==> src/pkg/ddr2_dev_defs.vh <==
// register offsets, field positions, reset values and command codes of the ddr2 device model
`ifndef DDR2_DEV_DEFS_VH
`define DDR2_DEV_DEFS_VH

// register offsets (byte addresses)
`define REG_CFG 8'h00
`define REG_STATUS 8'h04
`define REG_REFCNT 8'h08
`define REG_CAPT 8'h0C
`define REG_LOCKCNT 8'h10

// configuration fields
`define CFG_RAS_LSB 0
`define CFG_RAS_MSB 4
`define CFG_RDAP_LSB 5
`define CFG_RDAP_MSB 9
`define CFG_WRAP_LSB 10
`define CFG_WRAP_MSB 14
`define CFG_WID_LSB 15
`define CFG_WID_MSB 16

// configuration reset value: min row active 6, read ap delay 2, write ap delay 8, x16
`define CFG_RESET 32'h00012046

// data width modes
`define WID_X4 2'h0
`define WID_X8 2'h1
`define WID_X16 2'h2

// command codes {cs_n, ras_n, cas_n, we_n}
`define CMD_ACT 4'h3
`define CMD_RD 4'h5
`define CMD_WR 4'h4
`define CMD_PRE 4'h2
`define CMD_REF 4'h1

`endif

==> src/ddr2_bank_timer.v <==
// one bank: open state, row-active timer and auto-precharge with row-active lockout
`timescale 1ns/1ps
module ddr2_bank_timer #(
  parameter CW = 5
) (
  // clock and reset
  input wire i_clk_sys,
  input wire i_nrst,
  // link clock rising edge and commands aimed at this bank
  input wire i_tick,
  input wire i_act,
  input wire i_cas_ap,
  input wire i_is_wr,
  input wire i_pre,
  // configuration in link clocks
  input wire [CW-1:0] i_ras_min,
  input wire [CW-1:0] i_rd_dly,
  input wire [CW-1:0] i_wr_dly,
  // state
  output wire o_open,
  output wire o_pend,
  output wire o_held
);
  reg open_q;
  reg pend_q;
  reg [CW-1:0] ras_cnt_q;
  reg [CW-1:0] dly_q;
  wire ras_met;

  assign ras_met = (ras_cnt_q >= i_ras_min);
  assign o_open = open_q;
  assign o_pend = pend_q;
  // internal precharge due but row not yet active long enough
  assign o_held = pend_q && (dly_q == {CW{1'b0}}) && !ras_met;

  // bank state; commands only arrive together with a tick
  always @(posedge i_clk_sys) begin
    if (!i_nrst) begin
      open_q <= 1'b0;
      pend_q <= 1'b0;
      ras_cnt_q <= {CW{1'b0}};
      dly_q <= {CW{1'b0}};
    end else if (i_tick) begin
      if (open_q && !ras_met)
        ras_cnt_q <= ras_cnt_q + {{(CW-1){1'b0}}, 1'b1};
      if (i_act) begin
        open_q <= 1'b1;
        pend_q <= 1'b0;
        ras_cnt_q <= {CW{1'b0}};
      end else if (i_pre) begin
        open_q <= 1'b0;
        pend_q <= 1'b0;
      end else if (i_cas_ap && open_q) begin
        // accepted even though the row-active time may not be met yet
        pend_q <= 1'b1;
        dly_q <= i_is_wr ? i_wr_dly : i_rd_dly;
      end else if (pend_q) begin
        if (dly_q != {CW{1'b0}})
          dly_q <= dly_q - {{(CW-1){1'b0}}, 1'b1};
        else if (ras_met) begin
          // precharge only once the row-active minimum is satisfied
          open_q <= 1'b0;
          pend_q <= 1'b0;
        end
      end
    end
  end
endmodule // ddr2_bank_timer

==> src/ddr2_dev_core.v <==
// ddr2 device command logic: bank state, auto-precharge lockout, refresh and strobe capture
//
// How it works
// - auto-precharge accepted before row-active time met
// - internal precharge held until row-active time met
// - back-to-back refreshes accepted, no interval maximum
// - each strobe captures only its own data group
`timescale 1ns/1ps
`include "ddr2_dev_defs.vh"
module ddr2_dev_core #(
  parameter NB = 8,
  parameter CW = 5,
  parameter DW = 16
) (
  // system clock and reset
  input wire i_clk_sys,
  input wire i_nrst,
  // register port
  input wire [7:0] i_addr,
  input wire [31:0] i_wdata,
  input wire i_wr,
  input wire i_rd,
  output reg [31:0] o_rdata_q,
  // memory pins from the controller
  input wire i_ck,
  input wire i_cke,
  input wire i_cs_n,
  input wire i_ras_n,
  input wire i_cas_n,
  input wire i_we_n,
  input wire [2:0] i_ba,
  input wire i_a10,
  input wire [DW-1:0] i_dq,
  input wire i_lower_byte_strobe,
  input wire i_upper_byte_strobe,
  // device state
  output reg [NB-1:0] o_bank_open_q,
  output reg o_ap_hold_q,
  output reg [DW-1:0] o_capt_data_q
);
  // two-stage synchronisers plus a third stage for edge detection
  reg [1:0] ck_s_q;
  reg ck_d_q;
  reg [1:0] cke_s_q;
  reg [3:0] cmd_s1_q;
  reg [3:0] cmd_s2_q;
  reg [2:0] ba_s1_q;
  reg [2:0] ba_s2_q;
  reg [1:0] a10_s_q;
  reg [DW-1:0] dq_s1_q;
  reg [DW-1:0] dq_s2_q;
  reg [1:0] lqs_s_q;
  reg [1:0] uqs_s_q;
  reg lqs_d_q;
  reg uqs_d_q;

  // software-visible registers
  reg [31:0] cfg_q;
  reg [31:0] refcnt_q;
  reg [31:0] lockcnt_q;

  wire tick;
  wire [3:0] cmd;
  wire cmd_act;
  wire cmd_rd;
  wire cmd_wr;
  wire cmd_pre;
  wire cmd_ref;
  wire lqs_edge;
  wire uqs_edge;
  wire [1:0] wid;
  wire [NB-1:0] bank_open;
  wire [NB-1:0] bank_pend;
  wire [NB-1:0] bank_held;
  wire [NB-1:0] bank_sel;
  wire any_held;
  // decoded configuration fields and bus words
  wire cmd_ok;
  wire [CW-1:0] ras_min;
  wire [CW-1:0] rd_ap_dly;
  wire [CW-1:0] wr_ap_dly;
  wire [31:0] status_word;
  reg [31:0] cfg_d;
  reg [31:0] rdata_d;

  // link clock and clock enable; the second stage and the clock's third (edge) stage feed the logic
  always @(posedge i_clk_sys) begin
    if (!i_nrst) begin
      ck_s_q <= 2'h0;
      ck_d_q <= 1'b0;
      cke_s_q <= 2'h0;
    end else begin
      ck_s_q <= {ck_s_q[0], i_ck};
      ck_d_q <= ck_s_q[1];
      cke_s_q <= {cke_s_q[0], i_cke};
    end
  end

  // command and address pins; idle command after reset so no false decode appears
  // the controller holds them for a whole link clock, so all bits settle together
  always @(posedge i_clk_sys) begin
    if (!i_nrst) begin
      cmd_s1_q <= 4'hF;
      cmd_s2_q <= 4'hF;
      ba_s1_q <= 3'h0;
      ba_s2_q <= 3'h0;
      a10_s_q <= 2'h0;
    end else begin
      cmd_s1_q <= {i_cs_n, i_ras_n, i_cas_n, i_we_n};
      cmd_s2_q <= cmd_s1_q;
      ba_s1_q <= i_ba;
      ba_s2_q <= ba_s1_q;
      a10_s_q <= {a10_s_q[0], i_a10};
    end
  end

  // data pins; the data sit in the second stage when the strobe edge is seen
  always @(posedge i_clk_sys) begin
    if (!i_nrst) begin
      dq_s1_q <= {DW{1'b0}};
      dq_s2_q <= {DW{1'b0}};
    end else begin
      dq_s1_q <= i_dq;
      dq_s2_q <= dq_s1_q;
    end
  end

  // strobes plus a third stage for detecting both edges
  // reset value matches the low idle level of the strobes, so no false edge follows reset
  always @(posedge i_clk_sys) begin
    if (!i_nrst) begin
      lqs_s_q <= 2'h0;
      uqs_s_q <= 2'h0;
      lqs_d_q <= 1'b0;
      uqs_d_q <= 1'b0;
    end else begin
      lqs_s_q <= {lqs_s_q[0], i_lower_byte_strobe};
      uqs_s_q <= {uqs_s_q[0], i_upper_byte_strobe};
      lqs_d_q <= lqs_s_q[1];
      uqs_d_q <= uqs_s_q[1];
    end
  end

  // link clock rising edge; commands count only while clock enable is high
  // a stopped link clock gives no tick, so bank state freezes with it
  assign tick = ck_s_q[1] && !ck_d_q;
  assign cmd_ok = tick && cke_s_q[1];
  assign cmd = cmd_s2_q;
  assign cmd_act = cmd_ok && (cmd == `CMD_ACT);
  assign cmd_rd = cmd_ok && (cmd == `CMD_RD);
  assign cmd_wr = cmd_ok && (cmd == `CMD_WR);
  assign cmd_pre = cmd_ok && (cmd == `CMD_PRE);
  assign cmd_ref = cmd_ok && (cmd == `CMD_REF);

  // timing fields in link clocks, written by software to match the part in use
  assign ras_min = cfg_q[`CFG_RAS_MSB:`CFG_RAS_LSB];
  assign rd_ap_dly = cfg_q[`CFG_RDAP_MSB:`CFG_RDAP_LSB];
  assign wr_ap_dly = cfg_q[`CFG_WRAP_MSB:`CFG_WRAP_LSB];
  assign wid = cfg_q[`CFG_WID_MSB:`CFG_WID_LSB];
  assign any_held = |bank_held;

  // strobes sample data on both edges, as a double data rate strobe does
  assign lqs_edge = lqs_s_q[1] ^ lqs_d_q;
  assign uqs_edge = uqs_s_q[1] ^ uqs_d_q;

  // one bank timer per bank, selected by the bank address
  // each timer keeps its own row-active count, so a lockout on one bank never
  // stalls another
  genvar g;
  generate
    for (g = 0; g < NB; g = g + 1) begin : g_bank
      localparam [2:0] BANK_ID = g;
      assign bank_sel[g] = (ba_s2_q == BANK_ID);
      ddr2_bank_timer #(
        .CW(CW)
      ) u_bank (
        .i_clk_sys(i_clk_sys),
        .i_nrst(i_nrst),
        .i_tick(tick),
        .i_act(cmd_act && bank_sel[g]),
        .i_cas_ap((cmd_rd || cmd_wr) && a10_s_q[1] && bank_sel[g]),
        .i_is_wr(cmd_wr),
        // precharge-all closes every bank at once
        .i_pre(cmd_pre && (a10_s_q[1] || bank_sel[g])),
        .i_ras_min(ras_min),
        .i_rd_dly(rd_ap_dly),
        .i_wr_dly(wr_ap_dly),
        .o_open(bank_open[g]),
        .o_pend(bank_pend[g]),
        .o_held(bank_held[g])
      );
    end
  endgenerate

  // refresh commands counted without any interval limit, so bursts are fine
  // the count simply wraps; software reads differences, not absolute values
  always @(posedge i_clk_sys) begin
    if (!i_nrst)
      refcnt_q <= 32'h00000000;
    else if (cmd_ref)
      refcnt_q <= refcnt_q + 32'h00000001;
  end

  // link clocks spent with an internal precharge held back by lockout
  // lets software see how much an early auto precharge really cost
  always @(posedge i_clk_sys) begin
    if (!i_nrst)
      lockcnt_q <= 32'h00000000;
    else if (tick && any_held)
      lockcnt_q <= lockcnt_q + 32'h00000001;
  end

  // each strobe captures only the data lines of its own group
  // the untouched group keeps its last value, so one capture never clobbers the other
  always @(posedge i_clk_sys) begin
    if (!i_nrst) begin
      o_capt_data_q <= {DW{1'b0}};
    end else begin
      if (lqs_edge) begin
        if (wid == `WID_X4)
          o_capt_data_q[3:0] <= dq_s2_q[3:0];
        else
          o_capt_data_q[7:0] <= dq_s2_q[7:0];
      end
      // the upper strobe exists only on the x16 organisation
      if (uqs_edge && (wid == `WID_X16))
        o_capt_data_q[DW-1:8] <= dq_s2_q[DW-1:8];
    end
  end

  // registered copy of the open mask for the output and the status word
  always @(posedge i_clk_sys) begin
    if (!i_nrst)
      o_bank_open_q <= {NB{1'b0}};
    else
      o_bank_open_q <= bank_open;
  end

  // registered lockout indication
  always @(posedge i_clk_sys) begin
    if (!i_nrst)
      o_ap_hold_q <= 1'b0;
    else
      o_ap_hold_q <= any_held;
  end

  // next configuration; undefined bits are dropped so they always read as zero
  // timing fields should change only while every bank is idle, since running
  // timers compare against them on every tick
  always @* begin
    cfg_d = cfg_q;
    if (i_wr && (i_addr == `REG_CFG))
      cfg_d = {15'h0000, i_wdata[`CFG_WID_MSB:0]};
  end

  // configuration register
  always @(posedge i_clk_sys) begin
    if (!i_nrst)
      cfg_q <= `CFG_RESET;
    else
      cfg_q <= cfg_d;
  end

  // status word: open mask from the registered copy, so it agrees with the open output
  assign status_word = {8'h00, bank_held, bank_pend, o_bank_open_q};

  // read data select; anything but a read cycle returns zero
  // unmapped addresses also return zero rather than a stale word
  always @* begin
    rdata_d = 32'h00000000;
    if (i_rd) begin
      if (i_addr == `REG_CFG)
        rdata_d = cfg_q;
      else if (i_addr == `REG_STATUS)
        rdata_d = status_word;
      else if (i_addr == `REG_REFCNT)
        rdata_d = refcnt_q;
      else if (i_addr == `REG_CAPT)
        rdata_d = {16'h0000, o_capt_data_q};
      else if (i_addr == `REG_LOCKCNT)
        rdata_d = lockcnt_q;
    end
  end

  // register reads: data stand only in the cycle after the strobe
  always @(posedge i_clk_sys) begin
    if (!i_nrst)
      o_rdata_q <= 32'h00000000;
    else
      o_rdata_q <= rdata_d;
  end
endmodule // ddr2_dev_core

==> config.mk <==
export PLATFORM = sky130hd
export DESIGN_NAME = ddr2_dev_core
export DESIGN_NICKNAME = d
export VERILOG_FILES = /design/src/ddr2_bank_timer.v /design/src/ddr2_dev_core.v
export VERILOG_INCLUDE_DIRS = /design/src /design/src/pkg
export SDC_FILE = /design/constraint.sdc
export NUM_CORES = 1
export LEC_CHECK = 0
export BUFFER_PORTS_ARGS = -buffer_cell sky130_fd_sc_hd__buf_2
export CAP_MARGIN = 10
export CORE_UTILIZATION = 30
export DETAILED_ROUTE_END_ITERATION = 10
export PLACE_DENSITY = 0.51
export SYNTH_ARGS = -nofsm -noshare
export SYNTH_HDL_FRONTEND = slang
export SYNTH_HIERARCHICAL = 1
export SYNTH_SLANG_ARGS = --single-unit
==> constraint.sdc <==
create_clock -name i_clk_sys -period 3 [get_ports i_clk_sys]
set_clock_uncertainty 0.1 [all_clocks]
set_input_delay 0.15 -clock i_clk_sys [delete_from_list [all_inputs] [get_ports i_clk_sys]]
set_output_delay 0.15 -clock i_clk_sys [all_outputs]
set_load 0.01 [all_outputs]
# Word level (Yosys, flattened, before mapping)
# Index checks and enable logic that the tools add are counted.
[word_totals]
ff_bits = 293
input_bits = 72
wordCells = 451
[classes]
addsub = 18
order_cmp = 8
n_eq_ne = 33
mux = 142
bitwise_logic = 20
n_reduce_logical = 173
[ops]
columns = ["op", "n"]
rows = [
  ["$mux 5", 41],
  ["$mux 1", 96],
  ["$mux 32", 3],
  ["$reduce_and 5->1", 16],
  ["$logic_and 1x1->1", 67],
  ["$add 32x1->32 const B", 2],
  ["$ne 3x1->1 const B", 16],
  ["$reduce_bool 2->1", 24],
  ["$reduce_bool 3->1", 16],
  ["$add 5x1->5 const B", 8],
  ["$ge 5x5->1", 8],
  ["$logic_not 5->1", 8],
  ["$reduce_bool 5->1", 8],
  ["$sub 5x1->5 const B", 8],
  ["$mux 24", 1],
  ["$reduce_and 2->1", 10],
  ["$not 1->1", 18],
  ["$mux 17", 1],
  ["$eq 8x4->1 const B", 2],
  ["$eq 3x3->1 const B", 4],
  ["$logic_not 1->1", 9],
  ["$logic_or 1x1->1", 9],
  ["$eq 4x2->1 const B", 2],
  ["$eq 4x3->1 const B", 2],
  ["other kinds (13)", 15],
]

# Depth between registers and ports, before layout
# Gate-level depths: netlist (run 1).
[logic_depth]
depth_word = 11
mapped_depth = 12
depth_no_buf = 10

# Modules after synthesis
# Netlist (run 1), hierarchy kept.
[modules_own_cells]
columns = ["mod", "n_inst", "cells_per_inst", "area_each_um2", "seq_area_each_um2"]
rows = [
  ["ddr2_dev_core", 1, 897, 8190.4, 3943.8],
  ["ddr2_bank_timer at g_bank[0].u_bank ...", 7, 111, 913.4, 240.2],
  ["ddr2_bank_timer at g_bank[6].u_bank", 1, 123, 967.2, 240.2],
]

# Least setup slack after synthesis (run 1)
# OpenSTA, ideal clock, no wires.
[synth_timing]
path_kind = "reg2reg"
startpoint = "reg cfg_q[2]"
endpoint = "reg lockcnt_q[6]"
setup_ps = 128
t_arrival_ps = 2687
required_ps = 2772
setup_slack_ps = 85
stages_incl_launch_ff = 13
cell_sequence = "dfxtp_1 inv_1 ha_1 a21o_1 a31oi_2 o211ai_1 nor2_1 or4_1 o211ai_2 buf_2 buf_2 xnor2_1 nor2_1"
[synth_between]
elab_chain_cells = 5
[synth_lines]
columns = ["item", "line", "source"]
rows = [
  ["start, declared", "ddr2_dev_core.v:58", "reg [31:0] cfg_q;"],
  ["start signal, assigned", "ddr2_dev_core.v:259", "cfg_q <= `CFG_RESET;"],
  ["start signal, assigned", "ddr2_dev_core.v:261", "cfg_q <= cfg_d;"],
  ["$ge 5x5->1", "ddr2_bank_timer.v:30", "assign ras_met = (ras_cnt_q >= i_ras_min);"],
  ["$logic_not 1->1", "ddr2_bank_timer.v:34", "assign o_held = pend_q && (dly_q == {CW{1'b0}}) && !ras_met;"],
  ["$logic_and 1x1->1", "ddr2_bank_timer.v:34", ""],
  ["named net bank_held[2]", "ddr2_dev_core.v:74", "wire [NB-1:0] bank_held;"],
  ["$reduce_or 8->1", "ddr2_dev_core.v:160", "assign any_held = |bank_held;"],
  ["$logic_and 1x1->1", "ddr2_dev_core.v:209", "else if (tick && any_held)"],
  ["end signal, assigned", "ddr2_dev_core.v:210", "lockcnt_q <= lockcnt_q + 32'h00000001;"],
  ["end, declared", "ddr2_dev_core.v:60", "reg [31:0] lockcnt_q;"],
]
# The timed path passes the listed nets, and every way through them passes these cells.
# A chain may end at the register's enable or synchronous reset.

# Final worst setup path (run 1)
[layout_timing]
startpoint = "reg cfg_q[2]"
endpoint = "reg lockcnt_q[30]"
# Same word-level chain as after synthesis.

==> results of run 1 <==
## layout make-up
class                      instances  area, um2  share of cell area
multi-input combinational       1332       9234              0.4654
sequential                       293       5879              0.2963
timing repair buffer             300       2290              0.1154
clock buffer                      48       1027             0.05177
tap                              680      850.8             0.04288
inverter                          85      321.6             0.01621
clock inverter                    18      236.5             0.01192
antenna                            1      2.502           0.0001261
## metrics by stage
stage,total power [mW],utilization
final,8.972,0.3868
after global routing,9.292,0.3867
after CTS,9.103,0.3793
after detailed placement,4.351,0.3412
after global placement,4.348,0.3412
after floorplan,4.219,-
## worst max-delay path by stage
stage | endpoint | cells past startpoint | slack (ns) | startpoint
final | lockcnt_q[30] | 13 | -0.003 | cfg_q[2]
after detailed placement | lockcnt_q[28] | 12 | -0.17 | cfg_q[0]
after CTS | lockcnt_q[20] | 13 | 0.04 | cfg_q[2]
after global routing | lockcnt_q[30] | 13 | -0.14 | cfg_q[2]
after global placement | lockcnt_q[24] | 12 | -0.1 | cfg_q[0]
after floorplan | lockcnt_q[6] | 12 | 0.09 | cfg_q[2]
## logic make-up (layout without fill, tap and decap cells)
| logic type | after synthesis | count (layout) | share of synthesized area |
|---|---|---|---|
| muxes | 107 | 107 | 0.06960 |
| AOI/OAI and AO/OA | 431 | 431 | 0.1936 |
| and+or+nand+nor | 707 | 707 | 0.2485 |
| other | 0 | 1 | 0 |
| buffers and inverters | 172 | 451 | 0.04626 |
| xor gates and xnor gates | 21 | 21 | 0.01183 |
| DFF | 293 | 293 | 0.3772 |
| adders and majority gates | 66 | 66 | 0.05310 |
## tightest hold or removal path, stage by stage
cell,delay [ns]
buf_2,0.16
nor4b_2,0.13
a22oi_1,0.15
nor2_1,0.05
## flip-flops by register name, summed over array words and instances, names as in the netlist, 3 cells and up
name / cells
g_bank.u_bank/o_open: 8
o_capt_data_q: 16
ba_s2_q: 3
g_bank.u_bank/o_pend: 8
lockcnt_q: 32
cfg_q: 17
o_bank_open_q: 8
cmd: 4
ba_s1_q: 3
dq_s2_q: 16
refcnt_q: 32
g_bank.u_bank/dly_q: 40
o_rdata_q: 32
cmd_s1_q: 4
g_bank.u_bank/ras_cnt_q: 40
dq_s1_q: 16
## power by group
group / internal, mW / switching, mW
sequential: 3.93 / 0.0259
clock: 2.85 / 1.80
combinational: 0.168 / 0.197
## timing repair
item                                    in CTS  in global routing
hold buffers                                65                  0
endpoints found under the setup margin      28                 29
setup buffers                                2                  6
hold endpoints to repair                    54                  0
gates cloned                                 0                  3
gates resized for setup                      9                 51
pin swaps                                    5                 31
## layout by cell type (no fill, tap or decap), drive strengths merged, types with 39 or more instances in the layout
| cell | count |
|---|---|
| nand2b | 39 |
| buf | 233 |
| inv | 87 |
| o211ai | 41 |
| nand2 | 192 |
| a21oi | 106 |
| dfxtp | 293 |
| and2 | 69 |
| mux2i | 98 |
| nand3 | 53 |
| clkbuf | 50 |
| ha | 66 |
| nor2 | 93 |
| nor3 | 43 |
| o21ai | 85 |
| dlygate4sd3 | 65 |
## layer usage
metal  track usage  up-vias  routed length [um]
met2        0.2906      326               22260
li1              -     7020                   -
met3       0.02517       78                2094
met1        0.2376     6733               22330
met5             0        -                   0
met4       0.06229        0                1357
==> results_dict.tcl, run 1 <==
set metrics [dict create \
    fp.dieH_um 229.7 \
    r2r_start "cfg_q[2]" \
    post-route-period-util 1.001 \
    drtPass1Iterations 4 \
    setup_slack_ns -0.002655 \
    synth.distinct_cells 79 \
    core_area_um2 51300 \
    yosys_warnings 6 \
    numCtsBuffers 36 \
    vdd_drop_max_mv 0.3090 \
    ys.flop_type "dfxtp_1" \
    slowest_delay_ns 0.56 \
    synth_most_common_cell "dfxtp_1" \
    period_needed_ns 3.003 \
    leakagePower_nw 7.542 \
    start_kind "flop" \
    finalSetupViolations 1 \
    num_rows 83 \
    route.detailed.vias_per_inst 5.135 \
    synth_area_leaders "dfxtp_1 38%, mux2i_1 6.3%, ha_1 5.3%, nand2_1 4.6%, a21oi_1 3.4%" \
    max_freq_mhz 333.0 \
    cap_violations 0 \
    clockRootBuffer "clkbuf_16" \
    dp.cells 2614 \
    maxSlewViolCount 0 \
    grt_pass1_wl_mm 74.60 \
    slew_headroom 0.3766 \
    fin_setup_tns_ns -0.002655 \
    cp-end-kind "flop" \
    grt_max_degree 68 \
    h-tree-depth 2 \
    violations "setup timing" \
    place.gp.congestion 0.8989 \
    cts_buffer_depth 3 \
    postSynth.asyncResetShare 0 \
    die_w_um 229.7 \
    ant_nets 0 \
    wirelength_mm 48.04 \
    dieArea_um2 52750 \
    final_area_um2 19840 \
    rsz0062_at_grt "yes" \
    hpwl_mm 33.69 \
    ios 129 \
    synth_edf_count 0 \
    worst_hold_path_type "input pin to flop" \
    syn2layout_area_growth_pct 27.59 \
    powerDensity_nw_per_um2 452.2 \
    hold_violations 0 \
    io_buffers 113 \
    grt_overflow 0 \
    crit_required_ns 3.31 \
    finalHoldWorstSlack_ns 0.04058 \
    synth_top_area_share 0.3772 \
    grt_pass1_vias 13397 \
    cts_tree "built" \
    path_class "flop to flop" \
    r2r_cells 13 \
    worst_pin_slew_ns 0.9328 \
    start_util 0.3031 \
    dpl_cell_area_um2 17500 \
    worstHoldStart "i_addr[4]" \
    outcome "complete, but fails checks" \
    ys_seq_area_frac 0.3772 \
    synth_seq_cells 293 \
    whs_path_depth 4 \
    whs_endpoint "o_rdata_q[29]" \
    path_cells "buf_8, inv_4, ha_4, buf_4, a31oi_4, o211ai_1, nor2_2, or4_4, buf_6, o211ai_4, clkbuf_16, or4_1, a21oi_1" \
    clkTransAtPathRegs_ns 0.06 \
    cp_max_fo 6 \
    crit_buf_inv 5 \
    syn_area_per_cell_um2 8.654 \
    vias 14157 \
    fillers 5222 \
    syn_area_um2 15550 \
    arrival_ns 3.31 \
    syn-num-nets 1935 \
    drive_gt1_frac 0.1941 \
    avgRoutedWirePerCell_um 17.43 \
    clock-sinks 293 \
    insertion_delay_ns 0.55 \
    place_ws_ns -0.1720 \
    synth_common_cells "293 x dfxtp_1, 192 x nand2_1, 105 x a21oi_1, 98 x mux2i_1, 93 x nor2_1" \
    yosysTopAreaCell "dfxtp_1" \
    r2r_end "lockcnt_q[30]" \
    critPathTopFamily "simple AND/OR/NAND/NOR gates" \
    drc 0 \
    gr-usage-all-layers 0.1777 \
    reg2reg_slack_ns -0.003 \
    drt_iter0_drc 912 \
    syn_inst 1797 \
    final-instance-count-excl-fill 2757 \
    critPathSlowestCell "or4_4" \
    antenna_found_initial 2 \
    final_net_count 2186 \
]
No activity file was read; power rests on OpenSTA's default activity.
==> inputs of run 2 (changes only) <==
Settings changed: BUFFER_PORTS_ARGS -buffer_cell sky130_fd_sc_hd__buf_2 to -buffer_cell sky130_fd_sc_hd__buf_4, SETUP_SLACK_MARGIN set to 0.15.
==> run 2 against run 1 <==
Net effect: the flow now finishes without violations; non-clock buffer count fell by 13; sequential share of layout area fell by 0.26 points; routed wire length rose by 1.3%; largest power group unchanged; combinational power rose by 4%; cell count fell by 0.58%; highest routed layer is now met5; worst setup slack improved by 0.098 ns.
==> results_dict.tcl, run 2 (synthesis gave the netlist of run 1 again) <==
set metrics [dict create \
    outcome "finished, final reports clean" \
    drt_iter0_drc 981 \
    powerDensity_nw_per_um2 447.1 \
    cp_max_fo 6 \
    top_regs "g_bank.u_bank/dly_q: 40 flops, g_bank.u_bank/ras_cnt_q: 40 flops" \
    antenna_found_initial 2 \
    route.detailed.vias_per_inst 5.173 \
    wirelength_mm 48.68 \
    path_class "flop to flop" \
    final_net_count 2172 \
    r2r_end "lockcnt_q[19]" \
    crit_required_ns 3.38 \
    grt_overflow 0 \
    r2r_cells 12 \
    seq_power_share 0.442 \
    grt_pass1_wl_mm 74.38 \
    final-instance-count-excl-fill 2741 \
    grt_max_degree 94 \
    hold_violations 0 \
    final_util 0.3902 \
    dp.cells 2609 \
    fin_setup_tns_ns 0 \
    maxSlewViolCount 0 \
    cap_violations 0 \
    dpl_cell_area_um2 17780 \
    drc 0 \
    vias 14178 \
    io_buffers 113 \
    ios 129 \
    numCtsBuffers 35 \
    final_area_um2 20020 \
    grt_pass1_vias 13335 \
    gr-usage-all-layers 0.1780 \
    core_area_um2 51300 \
    p_comb_frac 0.042 \
    vdd_drop_max_mv 0.2949 \
    hpwl_mm 33.86 \
    post-route-period-util 0.9683 \
    num_rows 83 \
    die_w_um 229.7 \
    clockRootBuffer "clkbuf_16" \
    h-tree-depth 2 \
    dieArea_um2 52750 \
    avgRoutedWirePerCell_um 17.76 \
    insertion_delay_ns 0.55 \
    layout.cells.most_common "dfxtp_1" \
    drtPass1Iterations 6 \
    final_cell_mix "288 x dfxtp_1, 219 x buf_4, 189 x nand2_1" \
    clkPwrFrac 0.516 \
    cp-endpoint "lockcnt_q[19]" \
    place.gp.congestion 0.8748 \
    cts_tree "built" \
    rsz0062_at_grt "yes" \
    clock-sinks 293 \
    clkTransAtPathRegs_ns 0.06 \
    power_mw 8.952 \
    r2r_start "cfg_q[2]" \
    cp-end-kind "flop" \
    whs_path_depth 3 \
    reg2reg_slack_ns 0.1 \
    start_kind "flop" \
    fp.dieH_um 229.7 \
    worst_hold_path_type "input pin to flop" \
    arrival_ns 3.28 \
    max_freq_mhz 344.2 \
    finalSetupViolations 0 \
    p_sw_mw 2.011 \
    fillers 5174 \
    ant_nets 0 \
    slew_headroom 0.3185 \
    drive_gt1_frac 0.2024 \
    swShare 0.2246 \
    leakagePower_nw 7.540 \
    period_needed_ns 2.905 \
    worst_pin_slew_ns 1.020 \
    start_util 0.3031 \
    cts_buffer_depth 3 \
    cp-startpoint "cfg_q[2]" \
    syn2layout_area_growth_pct 28.74 \
    internal-power_mw 6.941 \
]
-- run 2: worst min-delay path by stage --
stage,endpoint,startpoint,slack [ns]
2_1_floorplan,cmd_s1_q[0],i_we_n,0.15
3_3_place_gp,cmd_s1_q[1],i_cas_n,0.24
3_5_place_dp,cmd_s1_q[1],i_cas_n,0.24
4_1_cts,cfg_q[1],i_nrst,0.03
5_1_grt,cfg_q[6],i_nrst,0.04
6_report,cfg_q[1],i_nrst,0.01
-- run 2: routing by layer --
layer / up-vias / GRT usage / wire length (um)
li1: 6983 / - / -
met1: 6748 / 0.2346 / 22220
met2: 357 / 0.2931 / 22520
met3: 88 / 0.02765 / 2351
met4: 2 / 0.06354 / 1574
met5: - / 0 / 11
-- run 2: what timing repair did --
item	4_1_cts	5_1_grt
endpoints found under the setup margin	32	50
gates resized for setup	34	37
hold buffers	50	0
hold endpoints to repair	69	0
setup buffers	7	7
pin swaps	18	35
cloned	3	1
-- run 2: critical path: stages, from the launching register on --
cell,delay (ns)
dfxtp_4,0.37
buf_12,0.14
inv_1,0.05
ha_1,0.30
a21o_1,0.17
a31oi_2,0.16
o211ai_1,0.14
nor2_2,0.18
or4_4,0.19
o2111ai_4,0.19
buf_6,0.22
or4_1,0.49
a21oi_1,0.13
-- run 2: power groups by stage --
stage / combinational, mW / clock, mW / sequential [mW]
after detailed placement: 0.326 / 0 / 4.04
after global routing: 0.410 / 4.88 / 3.96
after floorplan: 0.188 / 0 / 4.03
after CTS: 0.381 / 4.73 / 3.96
final: 0.378 / 4.62 / 3.96
after global placement: 0.324 / 0 / 4.04
-- run 2: area by class of cell --
class                      count  area [um2]  area share
clock inverter                12       190.2    0.009499
clock buffer                  51        1067     0.05331
antenna                        1       2.502   0.0001250
sequential                   293        5879      0.2937
inverter                      85       321.6     0.01606
multi-input combinational   1332        9260      0.4625
timing repair buffer         287        2449      0.1223
tap                          680       850.8     0.04250
-- run 2: per-stage QoR --
stage,hold WS [ns],setup WS (ns)
after detailed placement,0.2360,-0.1670
after CTS,0.02523,0.05990
final,0.01106,0.09511
after global routing,0.04108,-0.01853
after global placement,0.2367,-0.1526
after floorplan,0.1515,0.1578
